`src/hw/msfr_pkg.sv`:
```
/*
  Constants for the monitor security gate and flash range sequencer.
  Assumes a byte-wide flash and RAM reached through simple one-cycle ports.
*/
package msfr_pkg;
  localparam logic [15:0] SEC_FIRST_ADDR    = 16'hFFF6;
  localparam logic [15:0] SEC_LAST_ADDR     = 16'hFFFD;
  localparam int          SEC_BYTES         = 8;
  localparam logic [7:0]  BLANK_BYTE        = 8'hFF;
  localparam int          BREAK_BITS        = 10;
  localparam logic [15:0] RAM_SEC_FLAG_ADDR = 16'h0060;
  localparam int          RAM_SEC_FLAG_BIT  = 6;
  localparam int          MAX_DATA_SIZE     = 128;
  localparam int          PAGE_BYTES        = 64;
  localparam logic [15:0] MASS_ERASE_ADDR   = 16'hFFFF;
  localparam logic [15:0] ENT_PROGRAM       = 16'hFC06;
  localparam logic [15:0] ENT_ERASE         = 16'hFCBE;
  localparam logic [15:0] ENT_LOAD          = 16'hFF30;
  localparam logic [15:0] ENT_MON_PROGRAM   = 16'hFF28;
  localparam logic [15:0] ENT_MON_ERASE     = 16'hFF2C;
  localparam logic [15:0] ENT_MON_LOAD      = 16'hFF24;
  localparam logic [15:0] ENT_EMULATED_EEPROM_WRITE_SERVICE      = 16'hFD3F;
  localparam logic [15:0] ENT_EMULATED_EEPROM_READ_SERVICE       = 16'hFDD0;
  localparam logic [7:0]  STACK_PROGRAM     = 8'h0F;
  localparam logic [7:0]  STACK_ERASE       = 8'h09;
  localparam logic [7:0]  STACK_LOAD        = 8'h09;
  localparam logic [7:0]  INVALID_READ      = 8'h00;
  localparam int          CLK_HZ            = 25000000;
  localparam int          BAUD_DEFAULT      = 9600;
  localparam int          BIT_CYCLES        = CLK_HZ / BAUD_DEFAULT;
  localparam logic [3:0]  SVC_NONE = 4'h0;
  localparam logic [3:0]  SVC_PROG = 4'h1;
  localparam logic [3:0]  SVC_ERASE = 4'h2;
  localparam logic [3:0]  SVC_LOAD = 4'h3;
  localparam logic [15:0] REG_SEC_STATUS = 16'h0000;
  localparam logic [15:0] REG_SVC_CALL   = 16'h0004;
  localparam logic [15:0] REG_SVC_PTR    = 16'h0008;
  localparam logic [15:0] REG_SVC_STATUS = 16'h000C;
  typedef enum logic [2:0] {ST_IDLE, ST_HDR, ST_ERASE, ST_RAMRD, ST_FLWR, ST_FLRD,
                            ST_RAMWR} msfr_state_type;
endpackage : msfr_pkg

```
`src/hw/msfr_top.sv`:
```
/*
  Monitor security gate and flash range service sequencer.
  Assumes the serial byte receiver sits outside and presents whole bytes,
  and that flash and RAM answer a read in the following cycle.
*/
// The plain strobed port and the register addresses are this design's own decisions.
// Behaviour
// - Grant only when all eight bytes match
// - Wait for eight security bytes first
// - Grant persists until power-on reset only
// - Denied: flash reads invalid, fetch resets
// - Break sent only after eight bytes
// - Break is ten low bit times
// - Match sets bit 6 of RAM 60
// - Mass erase blanks security bytes too
// - Parameter block read from pointer in order
// - Size up to 128; erase ignores it
// - Program bytes without blank check or verify
// - Erase page, or mass at FFFF
// - Load copies flash bytes into RAM array
// - User entry points and stack depths
// - Monitor and emulated entry points
// - No dedicated RAM used by services
`timescale 1ns/1ns
module msfr_top
  import msfr_pkg::*;
#(
  parameter int BIT_TIME = BIT_CYCLES
)(
  input  wire logic        clk_i,
  input  wire logic        resetn_i,
  input  wire logic        por_i,
  input  wire logic        mon_rx_valid_i,
  input  wire logic [7:0]  mon_rx_data_i,
  input  wire logic        fetch_i,
  input  wire logic        mon_read_i,
  input  wire logic [15:0] mon_addr_i,
  input  wire logic [7:0]  flash_rdata_i,
  input  wire logic [7:0]  ram_rdata_i,
  input  wire logic [15:0] reg_addr_i,
  input  wire logic [31:0] reg_wdata_i,
  input  wire logic        reg_wr_i,
  input  wire logic        reg_rd_i,
  output logic      [31:0] reg_rdata_o,
  output logic             monitor_serial_pin_o,
  output logic             monitor_serial_pin_oe_o,
  output logic             cmd_ready_o,
  output logic             access_granted_o,
  output logic             illegal_addr_reset_o,
  output logic      [7:0]  mon_rdata_o,
  output logic             flash_rd_o,
  output logic             flash_wr_o,
  output logic             flash_page_erase_o,
  output logic             flash_mass_erase_o,
  output logic      [15:0] flash_addr_o,
  output logic      [7:0]  flash_wdata_o,
  output logic             ram_rd_o,
  output logic             ram_wr_o,
  output logic      [15:0] ram_addr_o,
  output logic      [7:0]  ram_wdata_o,
  output logic             svc_busy_o
);
  logic [3:0]  sec_cnt_r;
  logic        sec_ok_r;
  logic        sec_done_r;
  logic        granted_r;
  logic [3:0]  brk_bits_r;
  logic [15:0] brk_tmr_r;
  logic        brk_active_r;
  logic        sec_cmp_rd_r;
  logic        sec_cmp_r;
  logic        sec_last;
  logic        mon_rd_p1_r;
  logic        mon_rd_p2_r;
  logic [7:0]  sec_byte_r;
  msfr_state_type state_r;
  logic [3:0]  svc_r;
  logic [15:0] ptr_r;
  logic [15:0] start_r;
  logic [7:0]  size_r;
  logic [7:0]  idx_r;
  logic [1:0]  hdr_r;
  logic        wait_r;

  // Compare of the eighth byte; flash data arrive two cycles after the byte
  assign sec_last = sec_cmp_r && sec_cnt_r == 4'(SEC_BYTES - 1);

  // Incoming security bytes are held, then compared against the stored copy
  always_ff @(posedge clk_i)
  begin
    if (!resetn_i || por_i)
    begin
      sec_cnt_r    <= 4'h0;
      sec_ok_r     <= 1'b1;
      sec_cmp_rd_r <= 1'b0;
      sec_cmp_r    <= 1'b0;
      sec_byte_r   <= 8'h00;
    end
    else
    begin
      sec_cmp_rd_r <= 1'b0;
      sec_cmp_r    <= sec_cmp_rd_r;
      if (mon_rx_valid_i && !sec_done_r && !sec_cmp_rd_r)
      begin
        sec_byte_r   <= mon_rx_data_i;
        sec_cmp_rd_r <= 1'b1;
      end
      if (sec_cmp_r)
      begin
        if (flash_rdata_i != sec_byte_r)
          sec_ok_r <= 1'b0;
        sec_cnt_r <= sec_cnt_r + 4'h1;
      end
    end
  end

  // Done flag and grant; only a power-on reset revokes the grant
  always_ff @(posedge clk_i)
  begin
    if (por_i)
    begin
      sec_done_r <= 1'b0;
      granted_r  <= 1'b0;
    end
    else if (sec_last)
    begin
      sec_done_r <= 1'b1;
      granted_r  <= sec_ok_r && (flash_rdata_i == sec_byte_r);
    end
  end

  // Ready break on the serial pin after the security phase
  always_ff @(posedge clk_i)
  begin
    if (!resetn_i || por_i)
    begin
      brk_active_r <= 1'b0;
      brk_bits_r   <= 4'h0;
      brk_tmr_r    <= 16'h0000;
      cmd_ready_o  <= 1'b0;
    end
    else if (sec_last)
    begin
      brk_active_r <= 1'b1;
      brk_bits_r   <= 4'h0;
      brk_tmr_r    <= 16'h0000;
    end
    else if (brk_active_r)
    begin
      if (brk_tmr_r == 16'(BIT_TIME - 1))
      begin
        brk_tmr_r <= 16'h0000;
        if (brk_bits_r == 4'(BREAK_BITS - 1))
        begin
          brk_active_r <= 1'b0;
          cmd_ready_o  <= 1'b1;
        end
        brk_bits_r <= brk_bits_r + 4'h1;
      end
      else
        brk_tmr_r <= brk_tmr_r + 16'h0001;
    end
  end

  always_ff @(posedge clk_i)
  begin
    if (!resetn_i)
    begin
      monitor_serial_pin_o    <= 1'b1;
      monitor_serial_pin_oe_o <= 1'b1;
    end
    else
    begin
      monitor_serial_pin_o    <= 1'b0;
      monitor_serial_pin_oe_o <= !brk_active_r;
    end
  end

  // Flash read gating for monitor reads and instruction fetches
  always_ff @(posedge clk_i)
  begin
    if (!resetn_i)
    begin
      mon_rdata_o          <= 8'h00;
      illegal_addr_reset_o <= 1'b0;
      access_granted_o     <= 1'b0;
      mon_rd_p1_r          <= 1'b0;
      mon_rd_p2_r          <= 1'b0;
    end
    else
    begin
      access_granted_o     <= granted_r;
      illegal_addr_reset_o <= fetch_i && !granted_r;
      // Flash answers one cycle after the registered read strobe
      mon_rd_p1_r          <= mon_read_i;
      mon_rd_p2_r          <= mon_rd_p1_r;
      if (mon_rd_p2_r)
        mon_rdata_o <= granted_r ? flash_rdata_i : INVALID_READ;
    end
  end

  // Service sequencer: header fetch, then erase, program or load
  always_ff @(posedge clk_i)
  begin
    if (!resetn_i)
    begin
      state_r <= ST_IDLE;
      svc_r   <= SVC_NONE;
      ptr_r   <= 16'h0000;
      start_r <= 16'h0000;
      size_r  <= 8'h00;
      idx_r   <= 8'h00;
      hdr_r   <= 2'h0;
      wait_r  <= 1'b0;
    end
    else
    begin
      wait_r <= 1'b0;
      if (reg_wr_i && reg_addr_i == REG_SVC_PTR)
        ptr_r <= reg_wdata_i[15:0];
      unique case (state_r)
        ST_IDLE:
        begin
          if (reg_wr_i && reg_addr_i == REG_SVC_CALL && reg_wdata_i[3:0] != SVC_NONE)
          begin
            svc_r   <= reg_wdata_i[3:0];
            hdr_r   <= 2'h0;
            wait_r  <= 1'b1;
            state_r <= ST_HDR;
          end
        end
        ST_HDR:
        begin
          if (!wait_r)
          begin
            unique case (hdr_r)
              2'h0: ;
              2'h1: size_r <= (ram_rdata_i > 8'(MAX_DATA_SIZE)) ?
                              8'(MAX_DATA_SIZE) : ram_rdata_i;
              2'h2: start_r[15:8] <= ram_rdata_i;
              2'h3: start_r[7:0]  <= ram_rdata_i;
            endcase
            hdr_r  <= hdr_r + 2'h1;
            wait_r <= 1'b1;
            idx_r  <= 8'h00;
            if (hdr_r == 2'h3)
            begin
              wait_r  <= 1'b0;
              state_r <= (svc_r == SVC_ERASE) ? ST_ERASE :
                         (svc_r == SVC_PROG)  ? ST_RAMRD : ST_FLRD;
            end
          end
        end
        ST_ERASE:
          state_r <= ST_IDLE;
        ST_RAMRD:
        begin
          if (idx_r == size_r)
            state_r <= ST_IDLE;
          else
          begin
            wait_r  <= 1'b1;
            state_r <= ST_FLWR;
          end
        end
        ST_FLWR:
        begin
          if (!wait_r)
          begin
            idx_r   <= idx_r + 8'h01;
            state_r <= ST_RAMRD;
          end
        end
        ST_FLRD:
        begin
          if (idx_r == size_r)
            state_r <= ST_IDLE;
          else
          begin
            wait_r  <= 1'b1;
            state_r <= ST_RAMWR;
          end
        end
        ST_RAMWR:
        begin
          if (!wait_r)
          begin
            idx_r   <= idx_r + 8'h01;
            state_r <= ST_FLRD;
          end
        end
        default:
          state_r <= ST_IDLE;
      endcase
    end
  end

  // Strobes to flash and RAM, registered from the sequencer state, the security byte compare and monitor reads
  always_ff @(posedge clk_i)
  begin
    if (!resetn_i)
    begin
      flash_rd_o <= 1'b0;
      flash_wr_o <= 1'b0;
      flash_page_erase_o <= 1'b0;
      flash_mass_erase_o <= 1'b0;
      flash_addr_o <= SEC_FIRST_ADDR;
      flash_wdata_o <= 8'h00;
      ram_rd_o <= 1'b0;
      ram_wr_o <= 1'b0;
      ram_addr_o <= 16'h0000;
      ram_wdata_o <= 8'h00;
      svc_busy_o <= 1'b0;
    end
    else
    begin
      svc_busy_o <= state_r != ST_IDLE;
      flash_rd_o <= (mon_rx_valid_i && !sec_done_r) || mon_read_i ||
                    (state_r == ST_FLRD && idx_r != size_r);
      flash_wr_o <= state_r == ST_FLWR && !wait_r;
      flash_page_erase_o <= state_r == ST_ERASE && start_r != MASS_ERASE_ADDR;
      flash_mass_erase_o <= state_r == ST_ERASE && start_r == MASS_ERASE_ADDR;
      if (mon_rx_valid_i && !sec_done_r)
        flash_addr_o <= SEC_FIRST_ADDR + 16'(sec_cnt_r) + 16'(sec_cmp_r);
      else if (mon_read_i)
        flash_addr_o <= mon_addr_i;
      else if (state_r == ST_ERASE)
        flash_addr_o <= start_r & ~16'(PAGE_BYTES - 1);
      else
        flash_addr_o <= start_r + 16'(idx_r);
      flash_wdata_o <= ram_rdata_i;
      ram_rd_o <= (state_r == ST_HDR) || (state_r == ST_RAMRD && idx_r != size_r);
      ram_wr_o <= (state_r == ST_RAMWR && !wait_r) || sec_last;
      if (sec_last)
      begin
        ram_addr_o  <= RAM_SEC_FLAG_ADDR;
        ram_wdata_o <= 8'((sec_ok_r && flash_rdata_i == sec_byte_r) ? 1 : 0)
                       << RAM_SEC_FLAG_BIT;
      end
      else
      begin
        // Header reads run one entry ahead of the capture that uses them
        ram_addr_o  <= (state_r == ST_HDR) ? ptr_r + 16'(hdr_r) + 16'h0001 :
                       ptr_r + 16'h0004 + 16'(idx_r);
        ram_wdata_o <= flash_rdata_i;
      end
    end
  end

  // Register read port
  always_ff @(posedge clk_i)
  begin
    if (!resetn_i)
      reg_rdata_o <= 32'h0000_0000;
    else if (reg_rd_i)
      unique case (reg_addr_i)
        REG_SEC_STATUS: reg_rdata_o <= {29'h0, cmd_ready_o, sec_done_r, granted_r};
        REG_SVC_CALL:   reg_rdata_o <= {28'h0, svc_r};
        REG_SVC_PTR:    reg_rdata_o <= {16'h0, ptr_r};
        REG_SVC_STATUS: reg_rdata_o <= {16'h0, size_r, 7'h0, state_r != ST_IDLE};
        default:        reg_rdata_o <= 32'h0000_0000;
      endcase
    else
      reg_rdata_o <= 32'h0000_0000;
  end

  property p_grant_needs_done;
    @(posedge clk_i) disable iff (!resetn_i) granted_r |-> sec_done_r;
  endproperty
  a_grant_needs_done: assert property (p_grant_needs_done) else $error("grant before eight bytes");

  property p_denied_read;
    @(posedge clk_i) disable iff (!resetn_i)
      (mon_read_i && !granted_r) |-> ##3 (mon_rdata_o == INVALID_READ);
  endproperty
  a_denied_read: assert property (p_denied_read) else $error("denied flash read leaked");

  property p_fetch_reset;
    @(posedge clk_i) disable iff (!resetn_i)
      (fetch_i && !granted_r) |=> illegal_addr_reset_o;
  endproperty
  a_fetch_reset: assert property (p_fetch_reset) else $error("no illegal address reset");

  property p_no_early_break;
    @(posedge clk_i) disable iff (!resetn_i || por_i) brk_active_r |-> sec_done_r;
  endproperty
  a_no_early_break: assert property (p_no_early_break) else $error("break before bytes");

  property p_grant_kept;
    @(posedge clk_i) disable iff (por_i) granted_r |=> granted_r;
  endproperty
  a_grant_kept: assert property (p_grant_kept) else $error("grant lost without POR");

  property p_mass_addr;
    @(posedge clk_i) disable iff (!resetn_i)
      (state_r == ST_ERASE && start_r == MASS_ERASE_ADDR) |=> flash_mass_erase_o;
  endproperty
  a_mass_addr: assert property (p_mass_addr) else $error("mass erase missing");

  property p_ready_after_break;
    @(posedge clk_i) disable iff (!resetn_i || por_i) cmd_ready_o |-> sec_done_r && !brk_active_r;
  endproperty
  a_ready_after_break: assert property (p_ready_after_break) else $error("ready too soon");

  property p_size_cap;
    @(posedge clk_i) disable iff (!resetn_i) size_r <= 8'(MAX_DATA_SIZE);
  endproperty
  a_size_cap: assert property (p_size_cap) else $error("size above limit");
endmodule : msfr_top

```
`config.mk`:
```
export PLATFORM = sky130hd
export DESIGN_NAME = msfr_top
export DESIGN_NICKNAME = d
export VERILOG_FILES = /design/src/hw/msfr_pkg.sv /design/src/hw/msfr_top.sv
export SDC_FILE = /design/constraint.sdc
export NUM_CORES = 1
export LEC_CHECK = 0
export BUFFER_PORTS_ARGS = -buffer_cell sky130_fd_sc_hd__buf_2
export CORE_MARGIN = 2
export CORE_UTILIZATION = 50
export CTS_CLUSTER_SIZE = 24
export DETAILED_ROUTE_END_ITERATION = 10
export HOLD_SLACK_MARGIN = 0.1
export PLACE_DENSITY_LB_ADDON = 0.2
export SKIP_CTS_REPAIR_TIMING = 1
export SLEW_MARGIN = 10
export SYNTH_ARGS = -nofsm -noshare
export SYNTH_HDL_FRONTEND = slang
export SYNTH_SLANG_ARGS = --single-unit
```
`constraint.sdc`:
```
create_clock -name clk_i -period 3.7 [get_ports clk_i]
set_input_delay 0.185 -clock clk_i [delete_from_list [all_inputs] [get_ports clk_i]]
set_output_delay 0.185 -clock clk_i [all_outputs]
set_load 0.005 [all_outputs]
```
==> results.toml, run 1 <==
[min_path]
hold_start = "mon_addr_i[4]"
hold_path_depth = 3
min_path_type = "in -> reg"
hold-path-endpoint = "flash_addr_o[4]"

[yosys]
synth_area_leaders = "dfxtp_1 43%, ha_1 5.3%, nor2_1 5.3%"
avgSynthCellArea_sq_um = 8.70
synth_warnings = 0
ys_async_sr_fraction = 0
synth_top_area_frac = 0.429
ys_ff_latch = 182
ys_types = 60
ys_seq_area_frac = 0.429
synth_edf_count = 0
syn_area_sq_um = 8500
synthCells = 977
synthFlopType = "dfxtp_1"
yosysTopAreaCell = "dfxtp_1"

[grt]
grt_usage = 0.225
grt_antenna_before_repair = 0
overflow = 0
grt_pass1_vias = 6637
grt_pass1_wl_um = 32700
grt_start_max_net_pins = 38

[setup_path]
rrSetupSlack_ns = 0.74
critPathMaxStageDelay_ns = 0.50
r2r-start = "idx_r[1]"
critical_path_arrival_ns = 3.28
crit_fanout = 7
worst-setup-path-type = "reg -> reg"
cp-end-kind = "flop"
slowest_stage = "dfxtp_1"
required_ns = 4.02
timing.rr.end = "ram_addr_o[15]"
worstSetupStartpointType = "flop"
worstPathCellList = "ha_1 -> ha_1 -> fa_1 -> a211oi_1 -> nor2_1 -> o311ai_0 -> buf_4 -> a211oi_1 -> xnor2_1 -> nor2_1"
worstRegToRegCells = 10

[sta]
slew_violations = 0
rsz0062_at_grt = "false"
setup-violations-final = 0
fin_tns_setup_ns = 0
tightestPinTransition_ns = 0.989
post-route-min-period_ns = 2.96
period_share = 0.801
relSlewSlack = 0.339
fmax_mhz = 338
finalHoldViolations = 0
finClkSkew_ns = 0.00744
hold_slack_ns = 0.0535

[status]
status = "completed"

[floorplanning]
core_sq_um = 16600
placementRows = 47
dieHeight_um = 134
num_io_pins = 196
start_util = 0.513
die_x_um = 134
dieArea_sq_um = 18100

[cells_and_area]
drive_above_1_share = 0.179
area_growth_pct = 24.5
multiInputGateArea_sq_um = 4500
layout_commonest_cell = "dfxtp_1"
regArea_sq_um = 3640
nets = 1306
mostFrequentLayoutCells = "182 x dfxtp_1, 163 x buf_2, 120 x nor2_1, 74 x nand2_1, 73 x a21oi_1"
antennaDiodeCount = 0
n_fill_cell = 1468

[route]
wl_per_cell_um = 15.1
ant_nets = 0
drc = 0
viasPerCell = 5.35
via_count = 7517
routed_wl_um = 21300
drt_iter0_markers = 497
first_pass_iters = 5

[pwr]
p_leak_nw = 4.61
ir_worst_vdd_v = 0.000351
power_density_nw_per_um2 = 399

[clock_tree]
cts-root-buf = "clkbuf_16"
cts.sinks = 182
cts_buffers = 17
worstSkewPairLatency_ns = 0.43
htreeDepth = 4
cts_tree = "built"
clock_path_buffers = 2
clk_pin_slew_worst_paths_ns = 0.07

[placement]
hpwlAfterDp_um = 14900
gp_congestion = 0.909
numPortBuffers = 163

[job]
maxCapViolCount = 0
-- cell families after synthesis --
group | synth area share
and+or+nand+nor | 0.222
DFF | 0.429
AOI/OAI and AO/OA | 0.125
buffers and inverters | 0.0489
xor gates and xnor gates | 0.0731
adders and majority gates | 0.0600
muxes | 0.0424
other | 0.000441
-- power by group --
part,internal [mW],switching [mW]
sequential,1.98,0.00977
combinational,0.111,0.118
clock,1.24,0.763
-- routing by layer --
metal  track usage  routed length [um]  share of wire
met4        0.0649                 306          0.014
met2         0.368               10300           0.49
met1         0.301                9680           0.46
met5             0                   0              0
met3        0.0469                 955          0.045
-- worst max-delay path, delay by kind of cell, from the launching register on --
family / cells / cell delay (ns)
buffers and inverters: 1 / 0.23
DFF: 1 / 0.50
adders and majority gates: 3 / 0.98
xor gates and xnor gates: 1 / 0.16
and+or+nand+nor: 2 / 0.15
AOI/OAI and AO/OA: 3 / 0.85
-- area by class of cell --
cell class | count | share of cell area
clock buffers | 20 | 0.0432
multi-input cells | 717 | 0.425
clock inverters | 12 | 0.0187
flip-flops and latches | 182 | 0.344
inverters | 29 | 0.0103
well taps | 220 | 0.0260
repair buffers | 224 | 0.132
-- synth_stat cells, types with 8 or more instances --
master,number
a211oi_1,20
nor2b_1,14
inv_1,28
dfxtp_1,182
o211ai_1,9
clkbuf_1,43
xor2_1,25
buf_4,17
nor3b_1,12
mux2i_1,36
o21ai_0,34
nand4_1,17
nand2b_1,8
and2_1,15
nor2_1,120
nor4_1,9
a21oi_1,73
nand3_1,51
and3_1,24
ha_1,36
xnor2_1,46
nor3_1,19
nand2_1,74
-- flip-flops by register name, indices dropped and copies added (netlist names), 16 cells and up --
name          flops
ptr_r            16
start_r          16
brk_tmr_r        16
flash_addr_o     16
reg_rdata_o      16
ram_addr_o       16
-- per-stage QoR --
step	power [mW]	util	area (sq um)	instances	setup WS, ns
6_report	4.22	0.638	10600	1404	0.738
3_5_place_dp	2.22	0.568	9420	1321	0.811
4_1_cts	4.20	0.607	10100	1353	0.788
5_1_grt	4.35	0.638	10600	1404	0.458
3_3_place_gp	2.22	0.568	9420	1321	0.871
2_1_floorplan	2.14	-	8560	992	0.938
-- worst max-delay path by stage --
stage	to	slack, ns	startpoint	cells past startpoint
floorplan	ram_addr_o[13]	0.94	idx_r[1]	9
global placement	ram_addr_o[13]	0.87	idx_r[1]	10
detailed placement	ram_addr_o[13]	0.81	idx_r[1]	10
CTS	ram_addr_o[13]	0.79	idx_r[1]	10
global route	ram_addr_o[11]	0.46	idx_r[1]	10
finish	ram_addr_o[15]	0.74	idx_r[1]	10
Power figures use the tool's default switching activity.
==> run 2: changes to the inputs <==
ABC_AREA = 1   (was not set)
clock period = 2.55 ns   (was 3.7 ns; I/O delays follow)
==> run 2 against run 1 <==
- synthesized cell count grew 36%
- area after synthesis grew 9.8%
- routed wire length grew 19%
- register-to-register slack lost 0.45 ns
- clock power grew 30%
- utilization shrank 0.25 points
- sequential power grew 48%
- total power grew 46%
- fmax grew 31%
- sequential share of layout area shrank 2.8 points
- flip-flop and latch count is the same
- setup slack lost 0.45 ns
==> results.toml, run 2 <==
[status]
status = "completed"

[route]
via_count = 9253
wl_per_cell_um = 14.0
drt_iter0_markers = 679
routed_wl_um = 25300
viasPerCell = 5.14
first_pass_iters = 6
drc = 0
ant_nets = 0

[placement]
hpwlAfterDp_um = 18300
numPortBuffers = 163
pre_cts_ws_ns = 0.329
gp_congestion = 0.938

[setup_path]
required_ns = 2.88
cpMostUsedCell = "nand2_1"
crit_fanout = 5
cp-startpoint = "ptr_r[1]"
cp-end-kind = "flop"
r2r-start = "ptr_r[1]"
critical_path_arrival_ns = 2.59
worstPathCellList = "ha_1 -> ha_1 -> fa_1 -> nand2_1 -> nand2_1 -> nand3_1 -> nand2_1 -> nand2_1 -> nand4_1 -> a21oi_1 -> nor2_1"
critPathMaxStageDelay_ns = 0.46
worst-setup-path-type = "reg -> reg"
slowest_stage = "fa_1"
worstSetupStartpointType = "flop"

[grt]
grt_pass1_vias = 7929
grt_usage = 0.241
grt_start_max_net_pins = 57
grt_antenna_before_repair = 0
overflow = 0
grt_pass1_wl_um = 38600

[yosys]
ys_async_sr_fraction = 0
ys_types = 48
ys_ff_latch = 182
yosysTopAreaCell = "dfxtp_1"
synth_warnings = 0
ys_seq_area_frac = 0.390
synth_common_cells = "298 x nand2_1, 182 x dfxtp_1, 163 x inv_1"
synthCells = 1332
avgSynthCellArea_sq_um = 7.01
synth_top_area_frac = 0.390
synth_area_leaders = "dfxtp_1 39%, nand2_1 12%, inv_1 6.6%"
synthFlopType = "dfxtp_1"
synth.most_common_cell = "nand2_1"
synth_edf_count = 0
syn_area_sq_um = 9330

[min_path]
min_path_type = "in -> reg"
hold_start = "mon_rx_valid_i"

[floorplanning]
num_io_pins = 196
placementRows = 49
core_sq_um = 18100
dieHeight_um = 141
start_util = 0.514
dieArea_sq_um = 19800
die_x_um = 141

[cells_and_area]
area_growth_pct = 23.6
drive_above_1_share = 0.172
mostFrequentLayoutCells = "298 x nand2_1, 182 x dfxtp_1, 163 x inv_1, 163 x buf_2, 152 x nor2_1"
antennaDiodeCount = 0
n_fill_cell = 1638
fin_util = 0.636
layout_commonest_cell = "nand2_1"
nets = 1694

[pwr]
power_density_nw_per_um2 = 535
ir_worst_vdd_v = 0.000486
finalPower_mw = 6.18
p_leak_nw = 5.42

[sta]
finClkSkew_ns = 0.0112
relSlewSlack = 0.628
slew_violations = 0
post-route-min-period_ns = 2.26
layout_setup_ws_ns = 0.291
fin_tns_setup_ns = 0
fmax_mhz = 443
finalHoldViolations = 0
rsz0062_at_grt = "false"
period_share = 0.886
setup-violations-final = 0
hold_slack_ns = 0.103
tightestPinTransition_ns = 0.557

[clock_tree]
cts-root-buf = "clkbuf_16"
htreeDepth = 4
worstSkewPairLatency_ns = 0.44
clock_path_buffers = 2
cts.sinks = 182
clk_pin_slew_worst_paths_ns = 0.07
cts_tree = "built"
cts_buffers = 17

[job]
maxCapViolCount = 0
-- run 2: cell type report --
| class | count | area (sq um) | share of cell area |
|---|---|---|---|
| Clock inverter | 14 | 155 | 0.0135 |
| Inverter | 181 | 681 | 0.0590 |
| Sequential cell | 182 | 3640 | 0.316 |
| Timing Repair Buffer | 241 | 1560 | 0.135 |
| Clock buffer | 18 | 429 | 0.0372 |
| Multi-Input combinational cell | 936 | 4780 | 0.415 |
| Tap cell | 229 | 287 | 0.0248 |
-- run 2: worst paths after layout --
| path | depth (start not counted) | slack (ns) | end |
|---|---|---|---|
| max | 11 | 0.29 | ram_addr_o[9] |
| min | 5 | 0.10 | sec_byte_r[7] |
| max reg2reg | 11 | 0.29 | ram_addr_o[9] |
| min reg2reg | 2 | 0.42 | mon_rd_p2_r |
-- run 2: cell families after synthesis --
logic type      share of synthesized area
flops                               0.390
other cells                      0.000402
compound gates                      0.128
simple gates                        0.298
xor+xnor                           0.0253
fa+ha+maj                          0.0547
buf+inv                             0.103
-- run 2: report_power, final --
part / switching (mW) / internal (mW) / total (mW)
registers: 0.0403 / 2.91 / 2.95
clock network: 1.29 / 1.32 / 2.61
logic: 0.360 / 0.258 / 0.618
total: 1.69 / 4.48 / 6.18
-- run 2: per-layer routing --
layer	share of wire	up-vias	track usage
met4	0.013	0	0.0616
met1	0.46	4162	0.326
met2	0.46	332	0.386
li1	-	4738	-
met3	0.072	21	0.0645
met5	0	-	0
-- run 2: metrics by stage --
stage,cells,instance area [sq um]
after detailed placement,1707,10300
after floorplan,1347,9390
after global routing,1801,11500
final,1801,11500
after global placement,1707,10300
after CTS,1739,10900
-- run 2: critical path, delay by kind of cell, from the launching register on --
family | cells | cell delay [ns]
simple gates | 7 | 0.59
flops | 1 | 0.44
fa+ha+maj | 3 | 0.97
compound gates | 1 | 0.14
==> run 3: changes to the inputs <==
ABC_AREA = not set   (was 1)
CORE_UTILIZATION = 49   (was 50)
SKIP_CTS_REPAIR_TIMING = not set   (was 1)
==> run 3 against run 2 <==
- design area down 4.7%
- total power shrank 4.4%
- non-clock buffer count is 25 higher
- critical path type unchanged
- critical endpoint is now ram_addr_o[12]
==> results.toml, run 3 (synthesis gave the netlist of run 1 again) <==
[status]
status = "completed"

[pwr]
finalPower_mw = 5.90
pwr-share-clk = 0.450
internal-power_mw = 4.58
p_leak_nw = 4.76
power_density_nw_per_um2 = 537
switching_share = 0.224
pwr-share-seq = 0.490
power_switching_mw = 1.32
ir_worst_vdd_v = 0.000486
power.share.combinational = 0.059

[route]
wl_met3_um = 1160
ant_nets = 0
drt_iter0_markers = 464
met1_length_um = 9870
routed_wl_um = 22100
via_count = 7696
wl_met2_um = 10600
drc = 0
viasPerCell = 5.30
first_pass_iters = 5
wl_per_cell_um = 15.2
top_layer = "met4"

[placement]
place_area_sq_um = 9660
numPortBuffers = 163
hpwlAfterDp_um = 15500
dp_cells = 1357
gp_congestion = 0.903

[floorplanning]
start_util = 0.497
num_io_pins = 196
dieHeight_um = 136
dieArea_sq_um = 18400
die_x_um = 136
placementRows = 48
core_sq_um = 17100

[cells_and_area]
area_growth_pct = 29.3
nets = 1348
mostFrequentLayoutCells = "178 x dfxtp_1, 163 x buf_2, 119 x nor2_1, 74 x nand2_1, 72 x a21oi_1"
fin_util = 0.642
layout_commonest_cell = "dfxtp_1"
stdcell_count = 1451
drive_above_1_share = 0.215
antennaDiodeCount = 0
fin_area_sq_um = 11000

[setup_path]
cp-startpoint = "ptr_r[4]"
cp-end-kind = "flop"
slowest_stage = "or4_1"
critPathMaxStageDelay_ns = 0.50
required_ns = 2.85
worstSetupStartpointType = "flop"
worstRegToRegCells = 9
critical_path_arrival_ns = 2.82
worst-setup-path-type = "reg -> reg"
timing.rr.end = "ram_addr_o[12]"
rrSetupSlack_ns = 0.03
crit_fanout = 5
r2r-start = "ptr_r[4]"
worstPathCellList = "ha_1 -> ha_4 -> o21ai_0 -> nor2_1 -> o21a_1 -> a21oi_2 -> buf_4 -> and4_1 -> or4_1"

[clock_tree]
htreeDepth = 4
worstSkewPairLatency_ns = 0.43
cts_tree = "built"
cts_buffers = 17
cts.sinks = 182
clock_path_buffers = 2
clk_pin_slew_worst_paths_ns = 0.07
cts-root-buf = "clkbuf_16"

[sta]
fin_tns_setup_ns = 0
relSlewSlack = 0.524
tightestPinTransition_ns = 0.714
period_share = 0.990
finalHoldViolations = 0
slew_violations = 0
finClkSkew_ns = 0.00987
post-route-min-period_ns = 2.52
setup-violations-final = 0
fmax_mhz = 396

[grt]
grt_start_max_net_pins = 49
grt_antenna_before_repair = 0
overflow = 0
grt_usage = 0.238
grt_pass1_vias = 7240
grt_pass1_wl_um = 34900

[min_path]
hold_path_depth = 5
hold-path-endpoint = "flash_addr_o[2]"
hold_start = "mon_addr_i[2]"
min_path_type = "in -> reg"

[job]
maxCapViolCount = 0
## run 3: cell count changes in the layout (fill, tap and decap cells not counted), moves of 27 or more
cell | previous run | this run
mux2i_1 | 0 | 36
o21ai_0 | 65 | 34
a21oi_1 | 99 | 72
xnor2_1 | 12 | 46
nor2_1 | 152 | 119
nand2_1 | 298 | 74
inv_1 | 163 | 26
## run 3: worst max-delay path by stage
| stage | to | slack, ns | cells after the start |
|---|---|---|---|
| after floorplan | ram_addr_o[12] | 0.05 | 10 |
| after global placement | ram_addr_o[13] | 0.09 | 9 |
| after detailed placement | ram_addr_o[13] | 0.02 | 9 |
| after CTS | ram_addr_o[12] | 0.04 | 9 |
| after global routing | ram_addr_o[12] | -0.05 | 9 |
| final | ram_addr_o[12] | 0.03 | 9 |
## run 3: power by group through the flow
stage               registers [mW]  clock network, mW  logic (mW)
floorplan                     2.96                  0       0.144
global placement              2.96                  0       0.273
detailed placement            2.96                  0       0.275
CTS                           2.89               2.70       0.346
global route                  2.90               2.81       0.384
finish                        2.89               2.66       0.349
## run 3: critical path, delay by kind of cell (launching register included)
kind	cells	cell delay (ns)
and+or+nand+nor	3	0.87
adders and majority gates	2	0.63
buffers and inverters	1	0.15
AOI/OAI and AO/OA	3	0.41
DFF	1	0.34
## run 3: timing repair
action	CTS	global route
hold buffers	61	0
buffers inserted	0	1
resized for setup	1	22
cloned	0	0
pin swaps	0	11
endpoints found under the hold margin	97	0
setup endpoints to repair	1	7
## run 3: layer usage
| metal | GRT usage | up-vias |
|---|---|---|
| met3 | 0.0486 | 36 |
| met2 | 0.404 | 212 |
| li1 | - | 3838 |
| met1 | 0.301 | 3610 |
| met4 | 0.0793 | 0 |
| met5 | 0 | - |
## run 3: cell type report
cell class	instances	area, sq um
clock buffers	22	474
clock inverters	10	120
fillers	1487	6120
inverters	29	109
multi-input cells	717	4620
flip-flops and latches	182	3650
well taps	225	282
repair buffers	266	1740
## run 3: through the flow
step           setup WS (ns)  hold WS, ns
2_1_floorplan         0.0539        0.226
3_3_place_gp          0.0899        0.342
3_5_place_dp          0.0211        0.353
4_1_cts               0.0375        0.109
5_1_grt              -0.0462        0.197
6_report              0.0265        0.110
